===== config.mk =====
export PLATFORM = sky130hd
export DESIGN_NAME = lpc_channel_regs
export DESIGN_NICKNAME = d
export VERILOG_FILES = /design/src/hdl/lpc_pkg.sv /design/src/hdl/lpc_byte_bank.sv /design/src/hdl/lpc_channel_regs.sv
export SDC_FILE = /design/constraint.sdc
export NUM_CORES = 2
export LEC_CHECK = 0
export ABC_AREA = 1
export ABC_CLOCK_PERIOD_IN_PS = 2500
export BUFFER_PORTS_ARGS = -buffer_cell sky130_fd_sc_hd__buf_2
export CAP_MARGIN = 0
export CORE_MARGIN = 2
export CORE_UTILIZATION = 62
export DETAILED_ROUTE_END_ITERATION = 7
export GPL_TIMING_DRIVEN = 0
export PLACE_DENSITY = 0.79
export SKIP_CTS_REPAIR_TIMING = 1
export SYNTH_ARGS = -nofsm -noshare
export SYNTH_HDL_FRONTEND = slang
export SYNTH_SLANG_ARGS = --single-unit

===== constraint.sdc =====
create_clock -name clk -period 2.5 [get_ports clk]
set_input_delay 0.375 -clock clk [delete_from_list [all_inputs] [get_ports clk]]
set_output_delay 0.375 -clock clk [all_outputs]
set_load 0.02 [all_outputs]

===== src/hdl/lpc_pkg.sv =====
// constants for the led pwm channel register bank
// assumes a single 250 MHz clock domain and an i2c write-only host
package lpc_pkg;
    // ************************************************************
    // geometry
    // ************************************************************
    localparam int NUM_CHAN = 36;
    localparam int ADDR_W = 7;
    // ************************************************************
    // register offsets
    // ************************************************************
    localparam logic [7:0] OFF_SHUTDOWN = 8'h00;
    localparam logic [7:0] OFF_DUTY_FIRST = 8'h01;
    localparam logic [7:0] OFF_DUTY_LAST = 8'h24;
    localparam logic [7:0] OFF_LOAD = 8'h25;
    localparam logic [7:0] OFF_CTRL_FIRST = 8'h26;
    localparam logic [7:0] OFF_CTRL_LAST = 8'h49;
    localparam logic [7:0] OFF_GLOBAL = 8'h4A;
    localparam logic [7:0] OFF_RESET = 8'h4F;
    // ************************************************************
    // values and fields
    // ************************************************************
    localparam logic [7:0] TRIGGER_VAL = 8'h00;
    localparam logic [7:0] RST_BYTE = 8'h00;
    localparam logic [4:0] DEV_ADDR_HI = 5'h0F;
    localparam int BIT_ON = 0;
    localparam int SCALE_LO = 1;
    localparam int SCALE_HI = 2;
    localparam int BIT_SOFT_RUN = 0;
    localparam int BIT_GDIS = 0;
    localparam int PWM_W = 8;
    // ************************************************************
    // current scale encodings
    // ************************************************************
    localparam logic [1:0] SCALE_FULL = 2'h0;
    localparam logic [1:0] SCALE_HALF = 2'h1;
    localparam logic [1:0] SCALE_THIRD = 2'h2;
    localparam logic [1:0] SCALE_QUARTER = 2'h3;
    // ************************************************************
    // serial receiver states
    // ************************************************************
    typedef enum logic [2:0] {
        ST_IDLE = 3'b000,
        ST_ADDR = 3'b001,
        ST_AACK = 3'b010,
        ST_DATA = 3'b011,
        ST_DACK = 3'b100,
        ST_SKIP = 3'b101
    } lpc_state_e;
endpackage : lpc_pkg


===== src/hdl/lpc_byte_bank.sv =====
// byte-wide register memory with registered read port
// assumes one clock; clear wipes every entry in one cycle
module lpc_byte_bank #(
    parameter int DEPTH = 36
) (
    // clock and reset
    input wire logic clk,
    input wire logic rstn,
    // control
    input wire logic clear,
    input wire logic wrEn,
    input wire logic [7:0] wrIdx,
    input wire logic [7:0] wrData,
    // all entries, registered
    output logic [DEPTH*8-1:0] rdAll
);
    // ************************************************************
    // storage
    // ************************************************************
    genvar g;
    generate
        for (g = 0; g < DEPTH; g++) begin : gEntry
            // each entry resets or clears to zero, else takes its write
            always_ff @(posedge clk) begin
                if (!rstn || clear) begin
                    rdAll[g*8 +: 8] <= lpc_pkg::RST_BYTE;
                end else if (wrEn && wrIdx == 8'(g)) begin
                    rdAll[g*8 +: 8] <= wrData;
                end
            end
        end
    endgenerate
endmodule : lpc_byte_bank


===== src/hdl/lpc_channel_regs.sv =====
// i2c write-only register bank driving 36 pwm led channels
// assumes scl/sda/ad/hw_shutdown_n come from outside and are synchronised
// Function
// RULE1: duty and control writes go to shadows; writing 00h to 25h loads them
// RULE2: control bits 2:1 pick current full, half, third or quarter
// RULE3: control bit 0 turns channel on; upper bits unused; default zero
// RULE4: global register bit 0 set forces every led off
// RULE5: writing 00h to reset register returns all registers to defaults
// RULE6: after reset every register is at default and outputs dark
// RULE7: thirty-six eight-bit duty registers, value k gives step k
// RULE8: shutdown of either kind leaves register contents untouched
// RULE9: shutdown bit 0 low turns all current sources off
// RULE10: hardware shutdown lasts while the active-low input is low
// RULE11: control registers map one per channel in ascending order
// RULE12: answer only writes to address 01111 plus two select bits
// RULE13: register pointer advances by one after each acknowledged byte
// RULE14: average current is scale times duty over 256
// RULE15: pwm period 256 ticks; output high for duty ticks, zero stays off
// RULE16: output drives only when on, not disabled, not shut down
module lpc_channel_regs #(
    parameter int NUM_CHAN = lpc_pkg::NUM_CHAN
) (
    // clock and reset
    input wire logic clk,
    input wire logic rstn,
    // serial port, sda open drain
    input wire logic scl,
    input wire logic sdaIn,
    output logic sdaOut,
    output logic sdaOe,
    input wire logic [1:0] addrSel,
    // shutdown pin
    input wire logic hw_shutdown_n,
    // led outputs
    output logic [NUM_CHAN-1:0] ledOn,
    output logic [NUM_CHAN*2-1:0] current_scale
);
    // ************************************************************
    // input synchronisers
    // ************************************************************
    logic [1:0] sclS_ff, sdaS_ff, hwRunS_ff;
    logic [1:0] adS0_ff, adS1_ff;
    logic sclD_ff, sdaD_ff;
    // two flops per pin plus a delay flop on scl and sda; logic reads stage 1 and the delay flops
    always_ff @(posedge clk) begin
        if (!rstn) begin
            sclS_ff <= 2'h3;
            sdaS_ff <= 2'h3;
            hwRunS_ff <= 2'h0;
            adS0_ff <= 2'h0;
            adS1_ff <= 2'h0;
            sclD_ff <= 1'b1;
            sdaD_ff <= 1'b1;
        end else begin
            sclS_ff <= {sclS_ff[0], scl};
            sdaS_ff <= {sdaS_ff[0], sdaIn};
            hwRunS_ff <= {hwRunS_ff[0], hw_shutdown_n};
            adS0_ff <= {adS0_ff[0], addrSel[0]};
            adS1_ff <= {adS1_ff[0], addrSel[1]};
            sclD_ff <= sclS_ff[1];
            sdaD_ff <= sdaS_ff[1];
        end
    end
    logic sclRise, sclFall, startCond, stopCond;
    assign sclRise = sclS_ff[1] && !sclD_ff;
    assign sclFall = !sclS_ff[1] && sclD_ff;
    assign startCond = sclS_ff[1] && sclD_ff && sdaD_ff && !sdaS_ff[1];
    assign stopCond = sclS_ff[1] && sclD_ff && !sdaD_ff && sdaS_ff[1];
    // ************************************************************
    // serial receiver
    // ************************************************************
    lpc_pkg::lpc_state_e state_ff;
    logic [7:0] shift_ff;
    logic [3:0] bitCnt_ff;
    logic firstByte_ff;
    logic [7:0] ptr_ff;
    logic wrStb;
    logic [7:0] rxByte;
    logic addrHit;
    assign rxByte = {shift_ff[6:0], sdaS_ff[1]};
    // judged at the fall after bit 8, when the shifter holds the whole byte
    assign addrHit = shift_ff == {lpc_pkg::DEV_ADDR_HI,
        adS1_ff[1], adS0_ff[1], 1'b0}; // see RULE12
    // byte is complete on eighth rising edge of a data phase
    assign wrStb = state_ff == lpc_pkg::ST_DATA && sclRise
        && bitCnt_ff == 4'h7 && !firstByte_ff;
    // protocol walk: bits sampled on rising scl, ack driven after fall
    always_ff @(posedge clk) begin
        if (!rstn) begin
            state_ff <= lpc_pkg::ST_IDLE;
            shift_ff <= 8'h00;
            bitCnt_ff <= 4'h0;
            firstByte_ff <= 1'b1;
            ptr_ff <= 8'h00;
        end else if (startCond) begin
            state_ff <= lpc_pkg::ST_ADDR;
            bitCnt_ff <= 4'h0;
        end else if (stopCond) begin
            state_ff <= lpc_pkg::ST_IDLE;
        end else begin
            case (state_ff)
                lpc_pkg::ST_ADDR, lpc_pkg::ST_DATA: begin
                    if (sclRise) begin
                        shift_ff <= rxByte;
                        bitCnt_ff <= bitCnt_ff + 4'h1;
                    end else if (sclFall && bitCnt_ff == 4'h8) begin
                        bitCnt_ff <= 4'h0;
                        if (state_ff == lpc_pkg::ST_ADDR) begin
                            // reads and foreign addresses are ignored
                            state_ff <= addrHit ? lpc_pkg::ST_AACK
                                : lpc_pkg::ST_SKIP; // see RULE12
                            firstByte_ff <= 1'b1;
                        end else begin
                            state_ff <= lpc_pkg::ST_DACK;
                            if (firstByte_ff) begin
                                ptr_ff <= shift_ff;
                            end
                        end
                    end
                end
                lpc_pkg::ST_AACK: begin
                    if (sclFall) begin
                        state_ff <= lpc_pkg::ST_DATA;
                    end
                end
                lpc_pkg::ST_DACK: begin
                    if (sclFall) begin
                        state_ff <= lpc_pkg::ST_DATA;
                        // pointer set by first byte, then steps per byte
                        if (!firstByte_ff) begin
                            ptr_ff <= ptr_ff + 8'h01; // see RULE13
                        end
                        firstByte_ff <= 1'b0;
                    end
                end
                lpc_pkg::ST_SKIP, lpc_pkg::ST_IDLE: begin
                    state_ff <= state_ff;
                end
                default: begin
                    state_ff <= lpc_pkg::ST_IDLE;
                end
            endcase
        end
    end
    // ack pulls sda low; output value always low, enable gates it
    assign sdaOut = 1'b0;
    assign sdaOe = state_ff == lpc_pkg::ST_AACK
        || state_ff == lpc_pkg::ST_DACK;
    // ************************************************************
    // register decode
    // ************************************************************
    logic [7:0] wrAddr;
    logic softReset, loadLive;
    logic dutyWr, ctrlWr;
    assign wrAddr = ptr_ff;
    // 00h written to reset register wipes every register of the bank
    assign softReset = wrStb && wrAddr == lpc_pkg::OFF_RESET
        && rxByte == lpc_pkg::TRIGGER_VAL; // see RULE5
    assign loadLive = wrStb && wrAddr == lpc_pkg::OFF_LOAD
        && rxByte == lpc_pkg::TRIGGER_VAL; // see RULE1
    assign dutyWr = wrStb && wrAddr >= lpc_pkg::OFF_DUTY_FIRST
        && wrAddr <= lpc_pkg::OFF_DUTY_LAST;
    assign ctrlWr = wrStb && wrAddr >= lpc_pkg::OFF_CTRL_FIRST
        && wrAddr <= lpc_pkg::OFF_CTRL_LAST;
    // ************************************************************
    // scalar registers
    // ************************************************************
    logic softRun_ff, gdis_ff;
    // shutdown bits never touch other registers
    always_ff @(posedge clk) begin
        if (!rstn || softReset) begin
            softRun_ff <= 1'b0; // see RULE6
            gdis_ff <= 1'b0;
        end else if (wrStb && wrAddr == lpc_pkg::OFF_SHUTDOWN) begin
            softRun_ff <= rxByte[lpc_pkg::BIT_SOFT_RUN]; // see RULE9
        end else if (wrStb && wrAddr == lpc_pkg::OFF_GLOBAL) begin
            gdis_ff <= rxByte[lpc_pkg::BIT_GDIS]; // see RULE4
        end
    end
    // ************************************************************
    // shadow and live banks
    // ************************************************************
    logic [NUM_CHAN*8-1:0] shDuty, shCtrl;
    logic [NUM_CHAN*8-1:0] liveDuty_ff, liveCtrl_ff;
    // shadows in the memory module; index maps ascending channel
    lpc_byte_bank #(.DEPTH(NUM_CHAN)) uDutyShadow (
        .clk(clk),
        .rstn(rstn),
        .clear(softReset),
        .wrEn(dutyWr),
        .wrIdx(wrAddr - lpc_pkg::OFF_DUTY_FIRST), // see RULE7
        .wrData(rxByte),
        .rdAll(shDuty)
    );
    lpc_byte_bank #(.DEPTH(NUM_CHAN)) uCtrlShadow (
        .clk(clk),
        .rstn(rstn),
        .clear(softReset),
        .wrEn(ctrlWr),
        .wrIdx(wrAddr - lpc_pkg::OFF_CTRL_FIRST), // see RULE11
        .wrData(rxByte),
        .rdAll(shCtrl)
    );
    // live copies change only on the load trigger or a soft reset
    always_ff @(posedge clk) begin
        if (!rstn || softReset) begin
            liveDuty_ff <= '0;
            liveCtrl_ff <= '0;
        end else if (loadLive) begin
            liveDuty_ff <= shDuty; // see RULE1
            liveCtrl_ff <= shCtrl;
        end
    end
    // ************************************************************
    // pwm generation
    // ************************************************************
    logic [lpc_pkg::PWM_W-1:0] tick_ff;
    logic runOk;
    // free 256-tick period, one tick per clock
    always_ff @(posedge clk) begin
        if (!rstn) begin
            tick_ff <= '0;
        end else begin
            tick_ff <= tick_ff + 1'b1; // see RULE15
        end
    end
    // shutdown only gates outputs, registers keep their data
    assign runOk = softRun_ff && !gdis_ff && hwRunS_ff[1]; // see RULE8
    genvar c;
    generate
        for (c = 0; c < NUM_CHAN; c++) begin : gChan
            // high for duty ticks of 256: mean = scale*duty/256
            always_ff @(posedge clk) begin
                if (!rstn) begin
                    ledOn[c] <= 1'b0;
                    current_scale[c*2 +: 2] <= lpc_pkg::SCALE_FULL;
                end else begin
                    ledOn[c] <= runOk
                        && liveCtrl_ff[c*8+lpc_pkg::BIT_ON] // see RULE3
                        && tick_ff < liveDuty_ff[c*8 +: 8]; // see RULE14
                    current_scale[c*2 +: 2] <= liveCtrl_ff[c*8
                        +lpc_pkg::SCALE_LO +: 2]; // see RULE2
                end
            end
        end
    endgenerate
    // ************************************************************
    // checks
    // ************************************************************
    a_hw_off: assert property (@(posedge clk) disable iff (!rstn)
        !hwRunS_ff[1] |=> ledOn == '0) // see RULE10
        else $error("led on during hardware shutdown");
    a_soft_off: assert property (@(posedge clk) disable iff (!rstn)
        (!softRun_ff || gdis_ff) |=> ledOn == '0) // see RULE16 RULE9
        else $error("led on during soft shutdown or disable");
    a_load_live: assert property (@(posedge clk) disable iff (!rstn)
        (loadLive && !softReset) |=> liveDuty_ff == $past(shDuty)) // see RULE1
        else $error("live duty not loaded");
    a_live_hold: assert property (@(posedge clk) disable iff (!rstn)
        (!loadLive && !softReset) |=> $stable(liveCtrl_ff)) // see RULE1
        else $error("live control changed without load");
    a_soft_reset: assert property (@(posedge clk) disable iff (!rstn)
        softReset |=> !softRun_ff && liveDuty_ff == '0 && shCtrl == '0) // see RULE5
        else $error("soft reset incomplete");
    a_ptr_step: assert property (@(posedge clk) disable iff (!rstn)
        (state_ff == lpc_pkg::ST_DACK && sclFall && !firstByte_ff
        && !startCond && !stopCond) |=> ptr_ff == $past(ptr_ff) + 8'h01) // see RULE13
        else $error("pointer did not step");
    a_ack_match: assert property (@(posedge clk) disable iff (!rstn)
        (state_ff == lpc_pkg::ST_ADDR && sclFall && bitCnt_ff == 4'h8
        && !addrHit && !startCond && !stopCond) |=> !sdaOe) // see RULE12
        else $error("acked foreign address");
    a_zero_duty: assert property (@(posedge clk) disable iff (!rstn)
        liveDuty_ff[7:0] == 8'h00 |=> !ledOn[0]) // see RULE15
        else $error("zero duty channel lit");
    a_scale_map: assert property (@(posedge clk) disable iff (!rstn)
        1'b1 |=> current_scale[1:0] == $past(liveCtrl_ff[2:1])) // see RULE2
        else $error("scale not from control bits");
endmodule : lpc_channel_regs


==> metrics.cfg <==
[critical_path]
critical_path.n_buffers_inverters=3
critPathKind=register to register
slowest_delay_ns=0.82
critical_path_sink_type=register
cp_top_family=buffers and inverters
worst_case_register_to_register_setup_slack_ns=-0.16
startpoint_type=register
timing.critical_path.slowest_stage_cell=clkbuf_1
timing.critical_path.arrival_ns=3.21
crit_path_cell_trace=inv_1 -> clkbuf_1 -> clkbuf_1 -> nand3_1 -> nand2_1 -> nor2_1
worstPathRequired_ns=3.06
timing.critical_path.mode_cell=clkbuf_1
cp_max_fo=10

[logic_synthesis]
ys_seq_elements=946
async_flop_share=0
synth_enable_flop_cells=0
synthesized_area_per_cell_um2=7.479
postSynthNetCount=5726
synth_cell_types=38
synth.yosys.seq_area_share=0.4640
synth-warning-count=0
yosys_most_used_dff=dfxtp_1
cell_area_after_technology_mapping_mm2=0.04081
syn-instance-count=5457

[timing]
timing.setup.tns_ns=-3.139
slew_headroom=0.1321
max_freq_ghz=0.3761
final-setup-viol-count=73
hold_violations=0
min_period_over_period=1.064
timing.clock.skew_ns=0.02510
fin_hold_ws_ns=0.2943
rsz0062_at_grt=true
fin_crit_ns=2.659
tightestPinTransition_ns=1.302
postLayoutSetupSlackWorst_ns=-0.1590
report.final.slew_viol_count=0

[die]
chipWidth_um=260.6
pin_count=117
fp-row-count=94
die-height_um=260.6
initial_core_utilization=0.6230
die_footprint_mm2=0.06789
core-area_mm2=0.06551

[finish]
count_of_placed_standard_cells_in_the_final_layout_fillers_left_out=6688
flow.area_growth_from_synthesis_pct=16.93
stdcell_area_mm2=0.04772
num-fill-cells=5005
num-nets-final=6008
layout_commonest_cell=dfxtp_1
post_route_cells_drive_above_1_share=0.1242
multi_input_comb_area_mm2=0.01889
layout.core_utilization=0.7284
sequential_cell_area_mm2=0.01898
layout_common_cells=933 x dfxtp_1, 888 x nor2_1, 703 x nand2_1

[power_and_ir_drop]
worst_ir_drop_vdd_mv=0.5603
power.density_cell_area_mw_per_mm2=728.2
p_total_mw=34.75
power.leakage_nw=20.03

[grt]
gr-usage-all-layers=0.3934
first_global_vias=34990
global_route_wire_length_before_repair_mm=202.2
grt_max_degree=42
antenna_found_initial=2
grt_remaining_overflow=0

[routing]
wire_per_inst_um=20.94
drt_pass1_iterations=7
route.detailed.vias_per_inst=5.854
routed_wl_mm=140.1
drtIter0Drc=5120
route.vias.total=39150
post-route-drc-count=0
antenna_violating_nets_post_route=0

[placement]
gp_congestion=1.086
dp_hpwl_mm=93.38
post_dp_cell_area_mm2=0.04249
placement.io_buffers=115
place_worst_setup_slack_ns=-0.9007
place.detailed.instances=6436

[outcome]
failing_checks=setup timing
status=finished, violations left

[clock_network]
insertion_delay_ns=0.67
clock_sinks=946
clock_tree_from_tritoncts=yes
ctsRootBufferMaster=clkbuf_16
clock_tree.buffer_depth=3
clock_transition_at_the_register_clock_pins_on_the_worst_setup_and_hold_paths_after_cts_ns=0.06
h-tree-depth=3
numCtsBuffers=96

[worst_hold_path]
worstHoldPathType=input pin to register

[flow_run]
max-cap-violations=0

==> final timing paths <==
check / startpoint / endpoint / depth (start not counted)
setup / recovery: sdaS_ff[1]$_SDFF_PN1_ / uDutyShadow.rdAll[56]$_SDFFE_PP0P_ / 6
hold / removal: rstn / shift_ff[3]$_SDFFE_PN0P_ / 4
setup reg to reg: sdaS_ff[1]$_SDFF_PN1_ / uDutyShadow.rdAll[56]$_SDFFE_PP0P_ / 6
hold reg to reg: sclS_ff[0]$_SDFF_PN1_ / sclS_ff[1]$_SDFF_PN1_ / 1
==> metal layers <==
| layer | vias to the layer above | track usage | wire length, um |
|---|---|---|---|
| met4 | 2 | 0.2795 | 12160 |
| met2 | 2305 | 0.5887 | 58060 |
| met3 | 678 | 0.1035 | 18400 |
| met5 | - | 0 | 51 |
| met1 | 17900 | 0.4934 | 51380 |
| li1 | 18270 | - | - |
==> synth_stat cells (19+ instances only) <==
cell        n  area share
a21oi_1   593       0.073
buf_1      49      0.0045
buf_2      89       0.011
clkbuf_1  208       0.019
dfxtp_1   946        0.46
ha_1      262       0.080
inv_1     535       0.049
nand2_1   709       0.065
nand3_1   491       0.060
nand4_1    19      0.0029
nor2_1    916       0.084
nor2_2     25      0.0038
nor2_4     21      0.0058
nor4_1     28      0.0043
o21ai_0   492       0.060
==> power by group <==
| group | internal (mW) | switching, mW | leakage (nW) |
|---|---|---|---|
| Combinational | 1.12 | 2.92 | 10.7 |
| Sequential | 15.1 | 0.122 | 7.63 |
| Clock | 9.22 | 6.25 | 1.69 |
==> layout make-up <==
| cell class | instances | area share |
|---|---|---|
| diodes | 4 | 0.0002098 |
| flip-flops and latches | 946 | 0.3978 |
| plain buffers | 350 | 0.04095 |
| inverters | 553 | 0.04365 |
| multi-input cells | 3607 | 0.3959 |
| clock buffers | 135 | 0.05823 |
| clock inverters | 44 | 0.01303 |
| well taps | 864 | 0.02265 |
| repair buffers | 185 | 0.02761 |
==> state kept, by name, indices dropped and copies added (netlist names) <==
signal and flops:
adS0_ff 2, sclS_ff 2, current_scale 72, sdaD_ff 1, ptr_ff 8, liveCtrl_ff 108, adS1_ff 2, bitCnt_ff 4
uDutyShadow.rdAll 288, shift_ff 8, hwRunS_ff 2, ledOn 36, liveDuty_ff 288, sdaS_ff 2, gdis_ff 1, sclD_ff 1
firstByte_ff 1, tick_ff 8, softRun_ff 1, state_ff 3, uCtrlShadow.rdAll 108
==> worst reg2reg max path: stages (launching register included) <==
cell,delay (ns)
dfxtp_1,0.35
inv_1,0.20
clkbuf_1,0.82
clkbuf_1,0.78
nand3_1,0.22
nand2_1,0.13
nor2_1,0.05
==> logic make-up (layout without fill, tap and decap cells) <==
| group | Yosys count | in the layout | synth area share |
|---|---|---|---|
| other | 1 | 5 | 0.00009189 |
| DFF | 946 | 946 | 0.4640 |
| AOI/OAI and AO/OA | 1097 | 1097 | 0.1350 |
| buffers and inverters | 905 | 1267 | 0.08661 |
| and+or+nand+nor | 2240 | 2241 | 0.2324 |
| xor gates and xnor gates | 6 | 6 | 0.001472 |
| adders and majority gates | 262 | 262 | 0.08032 |
Power figures use the tool's default switching activity.
